### src/include/aut_pkg.sv
/*
  Constants, register map, field positions and bus carrier of the
  asynchronous serial transmitter and receiver.
  Assumes one clock (the instruction cycle) and a plain register port.
*/
package aut_pkg;
  // register offsets
  localparam logic [3:0] AUT_OFS_IRQ_FLAGS = 4'h0;
  localparam logic [3:0] AUT_OFS_IRQ_ENABLES = 4'h1;
  localparam logic [3:0] AUT_OFS_IRQ_PRIORITY = 4'h2;
  localparam logic [3:0] AUT_OFS_RX_STATUS = 4'h3;
  localparam logic [3:0] AUT_OFS_TX_BUFFER = 4'h4;
  localparam logic [3:0] AUT_OFS_TX_STATUS = 4'h5;
  localparam logic [3:0] AUT_OFS_BAUD_CONTROL = 4'h6;
  localparam logic [3:0] AUT_OFS_DIV_HIGH = 4'h7;
  localparam logic [3:0] AUT_OFS_DIV_LOW = 4'h8;
  localparam logic [3:0] AUT_OFS_RX_BUFFER = 4'h9;
  // flag, enable and priority bits
  localparam int AUT_B_RX_IRQ = 5;
  localparam int AUT_B_TX_IRQ = 4;
  // receive status/control bits
  localparam int AUT_B_PORT_EN = 7;
  localparam int AUT_B_RX9 = 6;
  localparam int AUT_B_CONTINUOUS_RECEIVE_ENABLE = 4;
  localparam int AUT_B_ADDR_DET = 3;
  localparam int AUT_B_FRAMING_ERROR_FLAG = 2;
  localparam int AUT_B_OVERRUN_ERROR_FLAG = 1;
  localparam int AUT_B_RX_NINTH_BIT = 0;
  // transmit status/control bits
  localparam int AUT_B_TX9 = 6;
  localparam int AUT_B_TRANSMIT_ENABLE = 5;
  localparam int AUT_B_SYNC = 4;
  localparam int AUT_B_HIGH_SPEED = 2;
  localparam int AUT_B_SHIFT_EMPTY = 1;
  localparam int AUT_B_TX_NINTH_BIT = 0;
  // baud control bits
  localparam int AUT_B_WIDE_DIV = 3;
  // reset values
  localparam logic [7:0] AUT_RST_BYTE = 8'h00;
  // oversampling
  localparam int AUT_OVERSAMPLE = 16;
  localparam logic [3:0] AUT_LAST_TICK = 4'hF;
  localparam logic [3:0] AUT_MID_TICK = 4'h7;
  localparam logic [1:0] AUT_PRESCALE_LAST = 2'h3;
  localparam logic [3:0] AUT_BITS_8 = 4'h8;
  localparam logic [3:0] AUT_BITS_9 = 4'h9;

  typedef enum logic [1:0] {
    AUT_IDLE = 2'b00,
    AUT_START = 2'b01,
    AUT_DATA = 2'b11,
    AUT_STOP = 2'b10
  } aut_state_e;

  typedef struct packed {
    logic [3:0] addr;
    logic [7:0] wdata;
    logic we;
    logic re;
  } aut_bus_req_s;
endpackage

### src/hw/aut_uart.sv
/*
  Asynchronous serial transmitter and receiver with its register file.
  Assumes core_clk is the instruction cycle, rx_in is already synchronous,
  and software drives the register port one strobe at a time.
*/
`timescale 1ns/1ps
// What this block does
// - load shifter only after stop bit done
// - buffer-to-shifter move takes one cycle, sets flag
// - buffer-empty flag not software clearable
// - flag clears two cycles after buffer write
// - transmit request is flag and enable
// - readable shift-empty status, no interrupt
// - transmit enable sets buffer-empty flag
// - ninth transmit bit from control field
// - buffer write while enabled starts transmission
// - sixteen ticks per received bit, one sample at mid-bit
// - reception only while continuous enable set
// - character done sets flag, request if enabled
// - status shows ninth bit and errors
// - reading data removes character, clears flag
// - clearing continuous enable clears overrun error, not framing error
// - nine-bit select gives nine data bits
// - address detect keeps data characters out, with nine-bit select only
// - unimplemented bits read zero
// - start, eight or nine data, stop
// - least significant bit first, shared format
module aut_uart (
  // clock and reset
  input wire logic core_clk,
  input wire logic nrst,
  // register port
  input wire aut_pkg::aut_bus_req_s bus_req,
  output logic [7:0] bus_rdata,
  // serial pins
  input wire logic rx_in,
  output logic tx_out,
  // interrupt requests
  output logic tx_irq_req,
  output logic rx_irq_req,
  output logic rx_irq_priority
);
  import aut_pkg::*;

  logic rst_meta_q;
  logic rst_n_q;
  always_ff @(posedge core_clk or negedge nrst) begin
    if (!nrst) begin
      rst_meta_q <= 1'b0;
      rst_n_q <= 1'b0;
    end else begin
      rst_meta_q <= 1'b1;
      rst_n_q <= rst_meta_q;
    end
  end

  function automatic logic hit(input aut_bus_req_s r, input logic [3:0] ofs);
    hit = r.addr == ofs;
  endfunction

  // software registers
  logic [7:0] ctrl_rx_q;
  logic [7:0] ctrl_tx_q;
  logic tx_ie_q;
  logic rx_ie_q;
  logic rx_ip_q;
  logic wide_q;
  logic [7:0] div_hi_q;
  logic [7:0] div_lo_q;

  wire wr = bus_req.we;
  wire port_on = ctrl_rx_q[AUT_B_PORT_EN] & ~ctrl_tx_q[AUT_B_SYNC];
  wire rx9 = ctrl_rx_q[AUT_B_RX9];
  wire continuous_receive_enable = ctrl_rx_q[AUT_B_CONTINUOUS_RECEIVE_ENABLE] & port_on;
  wire addr_det = ctrl_rx_q[AUT_B_ADDR_DET];
  wire transmit_enable = ctrl_tx_q[AUT_B_TRANSMIT_ENABLE] & port_on;
  wire tx9 = ctrl_tx_q[AUT_B_TX9];
  wire high_speed = ctrl_tx_q[AUT_B_HIGH_SPEED];

  always_ff @(posedge core_clk or negedge rst_n_q) begin
    if (!rst_n_q) begin
      ctrl_rx_q <= AUT_RST_BYTE;
      ctrl_tx_q <= AUT_RST_BYTE;
      tx_ie_q <= 1'b0;
      rx_ie_q <= 1'b0;
      rx_ip_q <= 1'b0;
      wide_q <= 1'b0;
      div_hi_q <= AUT_RST_BYTE;
      div_lo_q <= AUT_RST_BYTE;
    end else if (wr) begin
      if (hit(bus_req, AUT_OFS_RX_STATUS)) begin
        ctrl_rx_q <= bus_req.wdata;
      end
      if (hit(bus_req, AUT_OFS_TX_STATUS)) begin
        ctrl_tx_q <= bus_req.wdata;
      end
      if (hit(bus_req, AUT_OFS_IRQ_ENABLES)) begin
        tx_ie_q <= bus_req.wdata[AUT_B_TX_IRQ];
        rx_ie_q <= bus_req.wdata[AUT_B_RX_IRQ];
      end
      if (hit(bus_req, AUT_OFS_IRQ_PRIORITY)) begin
        rx_ip_q <= bus_req.wdata[AUT_B_RX_IRQ];
      end
      if (hit(bus_req, AUT_OFS_BAUD_CONTROL)) begin
        wide_q <= bus_req.wdata[AUT_B_WIDE_DIV];
      end
      if (hit(bus_req, AUT_OFS_DIV_HIGH)) begin
        div_hi_q <= bus_req.wdata;
      end
      if (hit(bus_req, AUT_OFS_DIV_LOW)) begin
        div_lo_q <= bus_req.wdata;
      end
    end
  end

  // baud generator: counter wraps at the divisor; without high speed it
  // runs at 64x the bit rate, so a /4 prescale keeps a 16x sample tick
  logic [15:0] brg_q;
  logic [1:0] pre_q;
  wire [15:0] brg_limit = wide_q ? {div_hi_q, div_lo_q} : {8'h00, div_lo_q};
  wire brg_wrap = brg_q >= brg_limit;
  wire tick = brg_wrap & (high_speed | (pre_q == AUT_PRESCALE_LAST));
  always_ff @(posedge core_clk or negedge rst_n_q) begin
    if (!rst_n_q) begin
      brg_q <= 16'h0000;
      pre_q <= 2'h0;
    end else if (!port_on) begin
      brg_q <= 16'h0000;
      pre_q <= 2'h0;
    end else if (brg_wrap) begin
      brg_q <= 16'h0000;
      pre_q <= pre_q + 2'h1;
    end else begin
      brg_q <= brg_q + 16'h0001;
    end
  end

  // transmit buffer
  logic [7:0] tx_buf_q;
  logic tx_full_q;
  logic tx_flag_q;
  aut_state_e tx_st_q;
  wire tx_write = wr & hit(bus_req, AUT_OFS_TX_BUFFER) & transmit_enable;
  wire tx_load = tx_full_q & (tx_st_q == AUT_IDLE) & transmit_enable;
  always_ff @(posedge core_clk or negedge rst_n_q) begin
    if (!rst_n_q) begin
      tx_buf_q <= AUT_RST_BYTE;
      tx_full_q <= 1'b0;
      tx_flag_q <= 1'b1;
    end else begin
      if (tx_write) begin
        tx_buf_q <= bus_req.wdata;
      end
      if (!transmit_enable) begin
        tx_full_q <= 1'b0;
      end else if (tx_write) begin
        tx_full_q <= 1'b1;
      end else if (tx_load) begin
        tx_full_q <= 1'b0;
      end
      // one cycle behind the buffer state: stale right after a write
      tx_flag_q <= ~tx_full_q;
    end
  end
  assign tx_irq_req = tx_flag_q & tx_ie_q;

  // transmit shifter
  logic [8:0] tx_sh_q;
  logic [3:0] tx_tick_q;
  logic [3:0] tx_bit_q;
  logic tx_q;
  wire tx_bit_end = tick & (tx_tick_q == AUT_LAST_TICK);
  wire [3:0] tx_nbits = tx9 ? AUT_BITS_9 : AUT_BITS_8;
  always_ff @(posedge core_clk or negedge rst_n_q) begin
    if (!rst_n_q) begin
      tx_st_q <= AUT_IDLE;
      tx_sh_q <= 9'h000;
      tx_tick_q <= 4'h0;
      tx_bit_q <= 4'h0;
      tx_q <= 1'b1;
    end else if (!transmit_enable) begin
      tx_st_q <= AUT_IDLE;
      tx_q <= 1'b1;
    end else begin
      if (tick) begin
        tx_tick_q <= tx_tick_q + 4'h1;
      end
      unique case (tx_st_q)
        AUT_IDLE: begin
          tx_q <= 1'b1;
          if (tx_load) begin
            tx_sh_q <= {ctrl_tx_q[AUT_B_TX_NINTH_BIT], tx_buf_q};
            tx_tick_q <= 4'h0;
            tx_q <= 1'b0;
            tx_st_q <= AUT_START;
          end
        end
        AUT_START: begin
          if (tx_bit_end) begin
            tx_q <= tx_sh_q[0];
            tx_bit_q <= 4'h1;
            tx_st_q <= AUT_DATA;
          end
        end
        AUT_DATA: begin
          if (tx_bit_end) begin
            if (tx_bit_q == tx_nbits) begin
              tx_q <= 1'b1;
              tx_st_q <= AUT_STOP;
            end else begin
              tx_sh_q <= {1'b0, tx_sh_q[8:1]};
              tx_q <= tx_sh_q[1];
              tx_bit_q <= tx_bit_q + 4'h1;
            end
          end
        end
        AUT_STOP: begin
          if (tx_bit_end) begin
            tx_st_q <= AUT_IDLE;
          end
        end
      endcase
    end
  end
  assign tx_out = tx_q;
  wire shift_empty = tx_st_q == AUT_IDLE;

  // receiver, sampled at mid-bit of 16 ticks
  aut_state_e rx_st_q;
  logic [8:0] rx_sh_q;
  logic [3:0] rx_tick_q;
  logic [3:0] rx_bit_q;
  logic rx_done;
  logic [7:0] rx_buf_q;
  logic rx_buf9_q;
  logic rx_framing_error_flag_q;
  logic rx_full_q;
  logic overrun_error_flag_q;
  wire [3:0] rx_nbits = rx9 ? AUT_BITS_9 : AUT_BITS_8;
  wire rx_mid = tick & (rx_tick_q == AUT_LAST_TICK);
  wire [8:0] rx_char = rx9 ? rx_sh_q : {1'b0, rx_sh_q[8:1]};
  always_ff @(posedge core_clk or negedge rst_n_q) begin
    if (!rst_n_q) begin
      rx_st_q <= AUT_IDLE;
      rx_sh_q <= 9'h000;
      rx_tick_q <= 4'h0;
      rx_bit_q <= 4'h0;
    end else if (!continuous_receive_enable || overrun_error_flag_q) begin
      rx_st_q <= AUT_IDLE;
    end else begin
      if (tick) begin
        rx_tick_q <= rx_tick_q + 4'h1;
      end
      unique case (rx_st_q)
        AUT_IDLE: begin
          if (tick && !rx_in) begin
            rx_tick_q <= 4'h0;
            rx_st_q <= AUT_START;
          end
        end
        AUT_START: begin
          if (tick && rx_tick_q == AUT_MID_TICK) begin
            rx_tick_q <= 4'h0;
            rx_bit_q <= 4'h0;
            // a glitch shorter than half a bit is not a start
            rx_st_q <= rx_in ? AUT_IDLE : AUT_DATA;
          end
        end
        AUT_DATA: begin
          if (rx_mid) begin
            rx_sh_q <= {rx_in, rx_sh_q[8:1]};
            rx_bit_q <= rx_bit_q + 4'h1;
            if (rx_bit_q + 4'h1 == rx_nbits) begin
              rx_st_q <= AUT_STOP;
            end
          end
        end
        AUT_STOP: begin
          if (rx_mid) begin
            rx_st_q <= AUT_IDLE;
          end
        end
      endcase
    end
  end
  assign rx_done = continuous_receive_enable & ~overrun_error_flag_q & (rx_st_q == AUT_STOP) & rx_mid;

  // receive buffer; a new character in the read cycle is kept
  wire rx_read = bus_req.re & hit(bus_req, AUT_OFS_RX_BUFFER);
  wire rx_keep = ~addr_det | ~rx9 | rx_char[8];
  wire rx_accept = rx_done & rx_keep;
  wire rx_overrun = rx_accept & rx_full_q & ~rx_read;
  always_ff @(posedge core_clk or negedge rst_n_q) begin
    if (!rst_n_q) begin
      rx_buf_q <= AUT_RST_BYTE;
      rx_buf9_q <= 1'b0;
      rx_framing_error_flag_q <= 1'b0;
      rx_full_q <= 1'b0;
      overrun_error_flag_q <= 1'b0;
    end else begin
      if (rx_accept && !rx_overrun) begin
        rx_buf_q <= rx_char[7:0];
        rx_buf9_q <= rx_char[8];
        rx_framing_error_flag_q <= ~rx_in;
        rx_full_q <= 1'b1;
      end else if (rx_read) begin
        rx_full_q <= 1'b0;
      end
      if (!continuous_receive_enable) begin
        overrun_error_flag_q <= 1'b0;
      end else if (rx_overrun) begin
        overrun_error_flag_q <= 1'b1;
      end
    end
  end
  assign rx_irq_req = rx_full_q & rx_ie_q;
  assign rx_irq_priority = rx_ip_q;

  // read mux; unimplemented bits read zero
  logic [7:0] rmux;
  always_comb begin
    rmux = 8'h00;
    unique case (bus_req.addr)
      AUT_OFS_IRQ_FLAGS: begin
        rmux[AUT_B_RX_IRQ] = rx_full_q;
        rmux[AUT_B_TX_IRQ] = tx_flag_q;
      end
      AUT_OFS_IRQ_ENABLES: begin
        rmux[AUT_B_RX_IRQ] = rx_ie_q;
        rmux[AUT_B_TX_IRQ] = tx_ie_q;
      end
      AUT_OFS_IRQ_PRIORITY: rmux[AUT_B_RX_IRQ] = rx_ip_q;
      AUT_OFS_RX_STATUS: begin
        rmux[AUT_B_PORT_EN] = ctrl_rx_q[AUT_B_PORT_EN];
        rmux[AUT_B_RX9] = rx9;
        rmux[AUT_B_CONTINUOUS_RECEIVE_ENABLE] = ctrl_rx_q[AUT_B_CONTINUOUS_RECEIVE_ENABLE];
        rmux[AUT_B_ADDR_DET] = addr_det;
        rmux[AUT_B_FRAMING_ERROR_FLAG] = rx_framing_error_flag_q & rx_full_q;
        rmux[AUT_B_OVERRUN_ERROR_FLAG] = overrun_error_flag_q;
        rmux[AUT_B_RX_NINTH_BIT] = rx_buf9_q & rx9;
      end
      AUT_OFS_TX_BUFFER: rmux = tx_buf_q;
      AUT_OFS_TX_STATUS: begin
        rmux[AUT_B_TX9] = tx9;
        rmux[AUT_B_TRANSMIT_ENABLE] = ctrl_tx_q[AUT_B_TRANSMIT_ENABLE];
        rmux[AUT_B_SYNC] = ctrl_tx_q[AUT_B_SYNC];
        rmux[AUT_B_HIGH_SPEED] = high_speed;
        rmux[AUT_B_SHIFT_EMPTY] = shift_empty;
        rmux[AUT_B_TX_NINTH_BIT] = ctrl_tx_q[AUT_B_TX_NINTH_BIT];
      end
      AUT_OFS_BAUD_CONTROL: rmux[AUT_B_WIDE_DIV] = wide_q;
      AUT_OFS_DIV_HIGH: rmux = div_hi_q;
      AUT_OFS_DIV_LOW: rmux = div_lo_q;
      AUT_OFS_RX_BUFFER: rmux = rx_buf_q;
      default: rmux = 8'h00;
    endcase
  end

  always_ff @(posedge core_clk or negedge rst_n_q) begin
    if (!rst_n_q) begin
      bus_rdata <= 8'h00;
    end else begin
      bus_rdata <= bus_req.re ? rmux : 8'h00;
    end
  end
endmodule

### config.mk
export PLATFORM = sky130hd
export DESIGN_NAME = aut_uart
export DESIGN_NICKNAME = d
export VERILOG_FILES = /design/src/include/aut_pkg.sv /design/src/hw/aut_uart.sv
export SDC_FILE = /design/constraint.sdc
export NUM_CORES = 1
export LEC_CHECK = 0
export ABC_AREA = 0
export ABC_CLOCK_PERIOD_IN_PS = 11300
export BUFFER_PORTS_ARGS = -buffer_cell sky130_fd_sc_hd__buf_2
export CAP_MARGIN = 20
export CORE_ASPECT_RATIO = 0.5
export CORE_MARGIN = 2
export CORE_UTILIZATION = 65
export DETAILED_ROUTE_END_ITERATION = 10
export PLACE_DENSITY = 0.9
export SYNTH_ARGS = -nofsm -noshare
export SYNTH_HDL_FRONTEND = slang
export SYNTH_SLANG_ARGS = --single-unit
### constraint.sdc
create_clock -name core_clk -period 11.3 [get_ports core_clk]
set_input_delay 1.695 -clock core_clk [delete_from_list [all_inputs] [get_ports core_clk]]
set_output_delay 1.695 -clock core_clk [all_outputs]
set_load 0.01 [all_outputs]
* Yosys cells after proc, flatten, opt, wreduce, memory -nomap -nowiden *
Index checks and enable logic that the tools add are counted.

storage, ports and cells
  register bits after elaboration = 124
  input port bits = 17
  logic and storage cells = 199
  output and inout bits = 12

cells by class
  add/sub/neg operators = 6
  bitwise operators = 32
  order comparisons = 1
  reductions and logical operators = 28
  equality and inequality tests = 41
  multiplexer cells = 61

operators with widths
  operator                                                                count
  16-bit two-way mux                                                      3
  4-bit two-way mux                                                       11
  9-bit two-way mux                                                       4
  2-bit two-way mux                                                       15
  3-bit inequality test (second input constant)                           10
  4-bit case mux with 2 select lines                                      3
  1-bit bitwise AND                                                       21
  4-bit by 3-bit equality test with 1-bit output (second input constant)  5
  5-bit AND reduction                                                     4
  3-bit case mux with 6 select lines                                      1
  9-bit case mux with 2 select lines                                      1
  16-bit by 1-bit adder with 16-bit output (second input constant)        1
  4-bit by 1-bit adder with 4-bit output (second input constant)          4
  4-bit equality test (second input constant)                             4
  16-bit >= comparator                                                    1
  1-bit case mux with 8 select lines                                      2
  2-bit case mux with 4 select lines                                      2
  1-bit two-way mux                                                       14
  2-bit AND reduction                                                     7
  2-bit inequality test (second input constant)                           6
  1-bit case mux with 6 select lines                                      2
  2-bit equality test (second input constant)                             5
  4-bit by 2-bit equality test with 1-bit output (second input constant)  2
  4-bit equality test                                                     2
  19 further kinds                                                        39

* Depth between registers and ports, before layout *
  depth after elaboration = 12
  gate-level depth with buffers = 10
  mapped depth without buffers = 8

* Worst setup path after synthesis *
No wires, ideal clock.

  kind = input-to-reg
  from = input port bus_req[12] (netlist bit)
  to = register div_lo_q[0]
  arrival = 3.095 ns
  data required time = 11.175 ns
  path slack = 8.081 ns
  cell stages on the path = 6
  buffers on the path = 1
  library setup time = 0.125 ns
  cell sequence = buf_2 -> inv_1 -> nand2_1 -> nor3_1 -> nand2_1 -> mux2_2

on the way
  longest elaborated chain between the ends = 2

ends and longest elaborated chain
  element                        line             source
  start: declaration             aut_uart.sv:33   input wire aut_pkg::aut_bus_req_s bus_req,
  4-bit equality test            aut_uart.sv:58   hit = r.addr == ofs;
  2-bit AND reduction (no line)  -
  end signal: assignment         aut_uart.sv:111  div_lo_q <= bus_req.wdata;
  end: declaration               aut_uart.sv:69   logic [7:0] div_lo_q;

No other way between the ends.
A chain may end at the register's enable or synchronous reset.

* Worst setup path after layout *
  from = register wide_q
  to = register tx_sh_q[0]

on the way
  longest elaborated chain between the ends = 6

ends and longest elaborated chain
  element                          line             source
  start: declaration               aut_uart.sv:67   logic wide_q;
  start signal: assignment         aut_uart.sv:105  wide_q <= bus_req.wdata[AUT_B_WIDE_DIV];
  16-bit two-way mux               aut_uart.sv:120  wire [15:0] brg_limit = wide_q ? {div_hi_q, div_lo_q} : {8'h00, div_lo_q};
  16-bit >= comparator             aut_uart.sv:121  wire brg_wrap = brg_q >= brg_limit;
  1-bit bitwise AND                aut_uart.sv:122  wire tick = brg_wrap & (high_speed | (pre_q == AUT_PRESCALE_LAST));
  1-bit bitwise AND                aut_uart.sv:172  wire tx_bit_end = tick & (tx_tick_q == AUT_LAST_TICK);
  2-bit inequality test (no line)  -
  5-bit AND reduction (no line)    -
  end signal: assignment           aut_uart.sv:192  tx_sh_q <= {ctrl_tx_q[AUT_B_TX_NINTH_BIT], tx_buf_q};
  end signal: assignment           aut_uart.sv:211  tx_sh_q <= {1'b0, tx_sh_q[8:1]};
  end: declaration                 aut_uart.sv:168  logic [8:0] tx_sh_q;

No other way between the ends.

==> metrics <==
number of diodes 0; status finished clean; Power Total 1.24 mW; most common cell after layout, fill and taps aside dfrtp_1; number of synthesized register bits roughly 120; worst relative slew slack 20.1%; WL met3 1460 um; Starting Density 68.0%; reg2reg start wide_q; Synth top area share between 40 and 50%; clk buf depth 2; die footprint 0.0101 sq mm; Vias around 5000; HP Class register to async pin; initial antenna violation count 0; leading area contributor after synthesis dfrtp_1; clock sinks between 100 and 150; RSZ-0062 raised after global routing no; metal2 WL about 7200 um; Synth Instances 586; Syn Nets 625; post-route cell area a little under 0.007 sq mm; Final Cycle Share 31.4%; first-pass GRT wire length roughly 25000 um; Post-CTS Hold Buffers 0; Post-DP Area approximately 0.0063 sq mm; maximum capacitance violations 0; Worst Skew between 0.007 and 0.008 ns; Clk Latency, worst-skew pair about 0.42 ns; ys flop type dfrtp_1; met1 WL ~6500 um; mean number of vias per cell 6.69; worst-path fanout max 10; CP Capture Type register; CTS tree yes; final hold vios 0; count of final setup violators 0; Clock transition at path regs 0.06 ns; YS warnings 0; # DRC 0; clock root cell clkbuf_16; Achievable Freq roughly 280 MHz; Worst Hold Margin about 0.25 ns; hpwl dp ~10000 um; Period minus WS final around 3.5 ns; vias in the first global route approximately 4800; Die X between 100 and 150 um; layout cells sized above 1 between 10% and 20%; DR top layer met4; Crit Path Category register to register; Total GRT Usage 32.8%; initial drt markers 659; fin nets 657; Synth area leaders dfrtp_1 48%, mux2_2 8.6%, ha_1 4.6%; Site Rows 24; H-tree lvl count 4; Seq/Total Area, Yosys between 40 and 50%; Core Region between 0.008 and 0.009 sq mm; max-slew violations 0; FILL cells about 550; antenna-violating nets left 0; GR Overflow Total 0; Mean Syn Cell Area approximately 10 sq um; Data arrival, critical path 3.79 ns; PwrDens around 180 mW/mm^2; leakage approximately 3.1 nW; Final Util between 70 and 80%; Setup crit start wide_q; Port Buffer Count 28; DRT Wirelength 15800 um; area grow syn2layout 15.3%; worst slew pin tran roughly 1.2 ns; routed len/inst 21.1 um; Post-synth EDFFs 0; final setup TNS 0 ns; Critical Path RT around 12 ns; CTS buffer count 17; setup bufs post-CTS 0; highest-count cells in the layout ignoring fill and taps 115 x dfrtp_1, 64 x nand2_1, 48 x nor2_1, 46 x mux2_2, 30 x o21ai_0; async set-reset flop share out of synthesis between 90% and 100%; Worst VDD drop approximately 0.11 mV; Netlist cell types 59; I/O Pins 29; post-CTS sizing 0; chip height ~72 um; largest net degree at the start of global routing between 80 and 90; startpoint class of the critical path register; Mapped Area around 0.0060 sq mm; First-pass DRT Iterations 6; Placer Congestion around 1.0
-- registers in the layout (all words and copies together), names as in the netlist, 2 cells and up --
register	cells
brg_q	16
rx_sh_q	9
tx_sh_q	9
bus_rdata	8
div_hi_q	8
div_lo_q	8
rx_buf_q	8
tx_buf_q	8
ctrl_tx_q	5
ctrl_rx_q	4
rx_bit_q	4
rx_tick_q	4
tx_bit_q	4
tx_tick_q	4
pre_q	2
rx_st_q	2
tx_st_q	2
-- critical path, cell delays in order (launching register included) --
cell and delay, ns:
dfrtp_1 0.53, nand2_1 0.12, ha_1 0.32, a21oi_1 0.14
o21ai_0 0.12, nor4_1 1.00, nand2_1 0.45, o21ai_2 0.51
a221oi_1 0.18
-- stage by stage --
stage | worst slack, ns | std cells
2_1_floorplan | 7.77 | 586
3_3_place_gp | 7.66 | 714
3_5_place_dp | 7.49 | 714
4_1_cts | 7.88 | 746
5_1_grt | 7.66 | 748
6_report | 7.76 | 748
-- power breakdown --
part,internal (mW),switching [mW]
clock network,0.414,0.190
registers,0.456,0.0458
logic,0.0577,0.0787
total,0.927,0.314
-- Yosys cell counts, drive strengths merged, types with 3 or more instances --
| cell type | instances |
|---|---|
| mux2 | 46 |
| o21ai | 33 |
| buf | 5 |
| o31ai | 9 |
| nand2b | 10 |
| inv | 27 |
| dfrtp | 116 |
| nand3 | 23 |
| a221oi | 8 |
| a32oi | 3 |
| and2 | 5 |
| a21oi | 15 |
| xnor2 | 12 |
| xor2 | 7 |
| clkbuf | 14 |
| nand2 | 64 |
| a31oi | 10 |
| mux2i | 12 |
| nor4 | 8 |
| a31o | 3 |
| nor3 | 11 |
| a211oi | 3 |
| nor2 | 49 |
| and3 | 8 |
| ha | 22 |
| or4 | 3 |
| a22oi | 12 |
| nor3b | 3 |
| nand4 | 6 |
| nor2b | 7 |
-- worst paths after layout --
check	end	slack, ns	depth (start not counted)
setup / recovery	tx_sh_q[0]	7.76	8
hold / removal	div_hi_q[4]	0.25	0
setup reg to reg	tx_sh_q[0]	7.76	8
hold reg to reg	div_hi_q[4]	0.25	0
max in group asynchronous	tx_out	10.05	2
min in group core_clk	rst_n_q	0.36	0
-- area by class of cell --
| type | count | area (sq um) | share of cell area (%) |
|---|---|---|---|
| sequential | 118 | 2960 | 42.6 |
| multi-input combinational | 422 | 2890 | 41.6 |
| clock buffer | 24 | 492 | 7.07 |
| timing repair buffer | 32 | 190 | 2.74 |
| clock inverter | 8 | 168 | 2.41 |
| tap | 117 | 146 | 2.11 |
| inverter | 27 | 101 | 1.46 |
-- cell families (layout without fill, tap and decap cells) --
family / count (synthesis) / in the layout / share of synthesized area, %
other: 1 / 1 / 0.0622
muxes: 58 / 58 / 10.6
xor gates and xnor gates: 19 / 19 / 2.76
AOI/OAI and AO/OA: 119 / 119 / 13.6
adders and majority gates: 22 / 22 / 4.57
and+or+nand+nor: 203 / 203 / 16.5
buffers and inverters: 46 / 91 / 2.95
DFF: 118 / 118 / 49.0
-- metal layers --
layer / GRT usage [%] / vias up
met2: 51.0 / 282
li1: - / 2187
met3: 9.90 / 75
met4: 15.5 / 0
met1: 43.2 / 2458
met5: 0 / -
(Power assumes the default switching activity.)
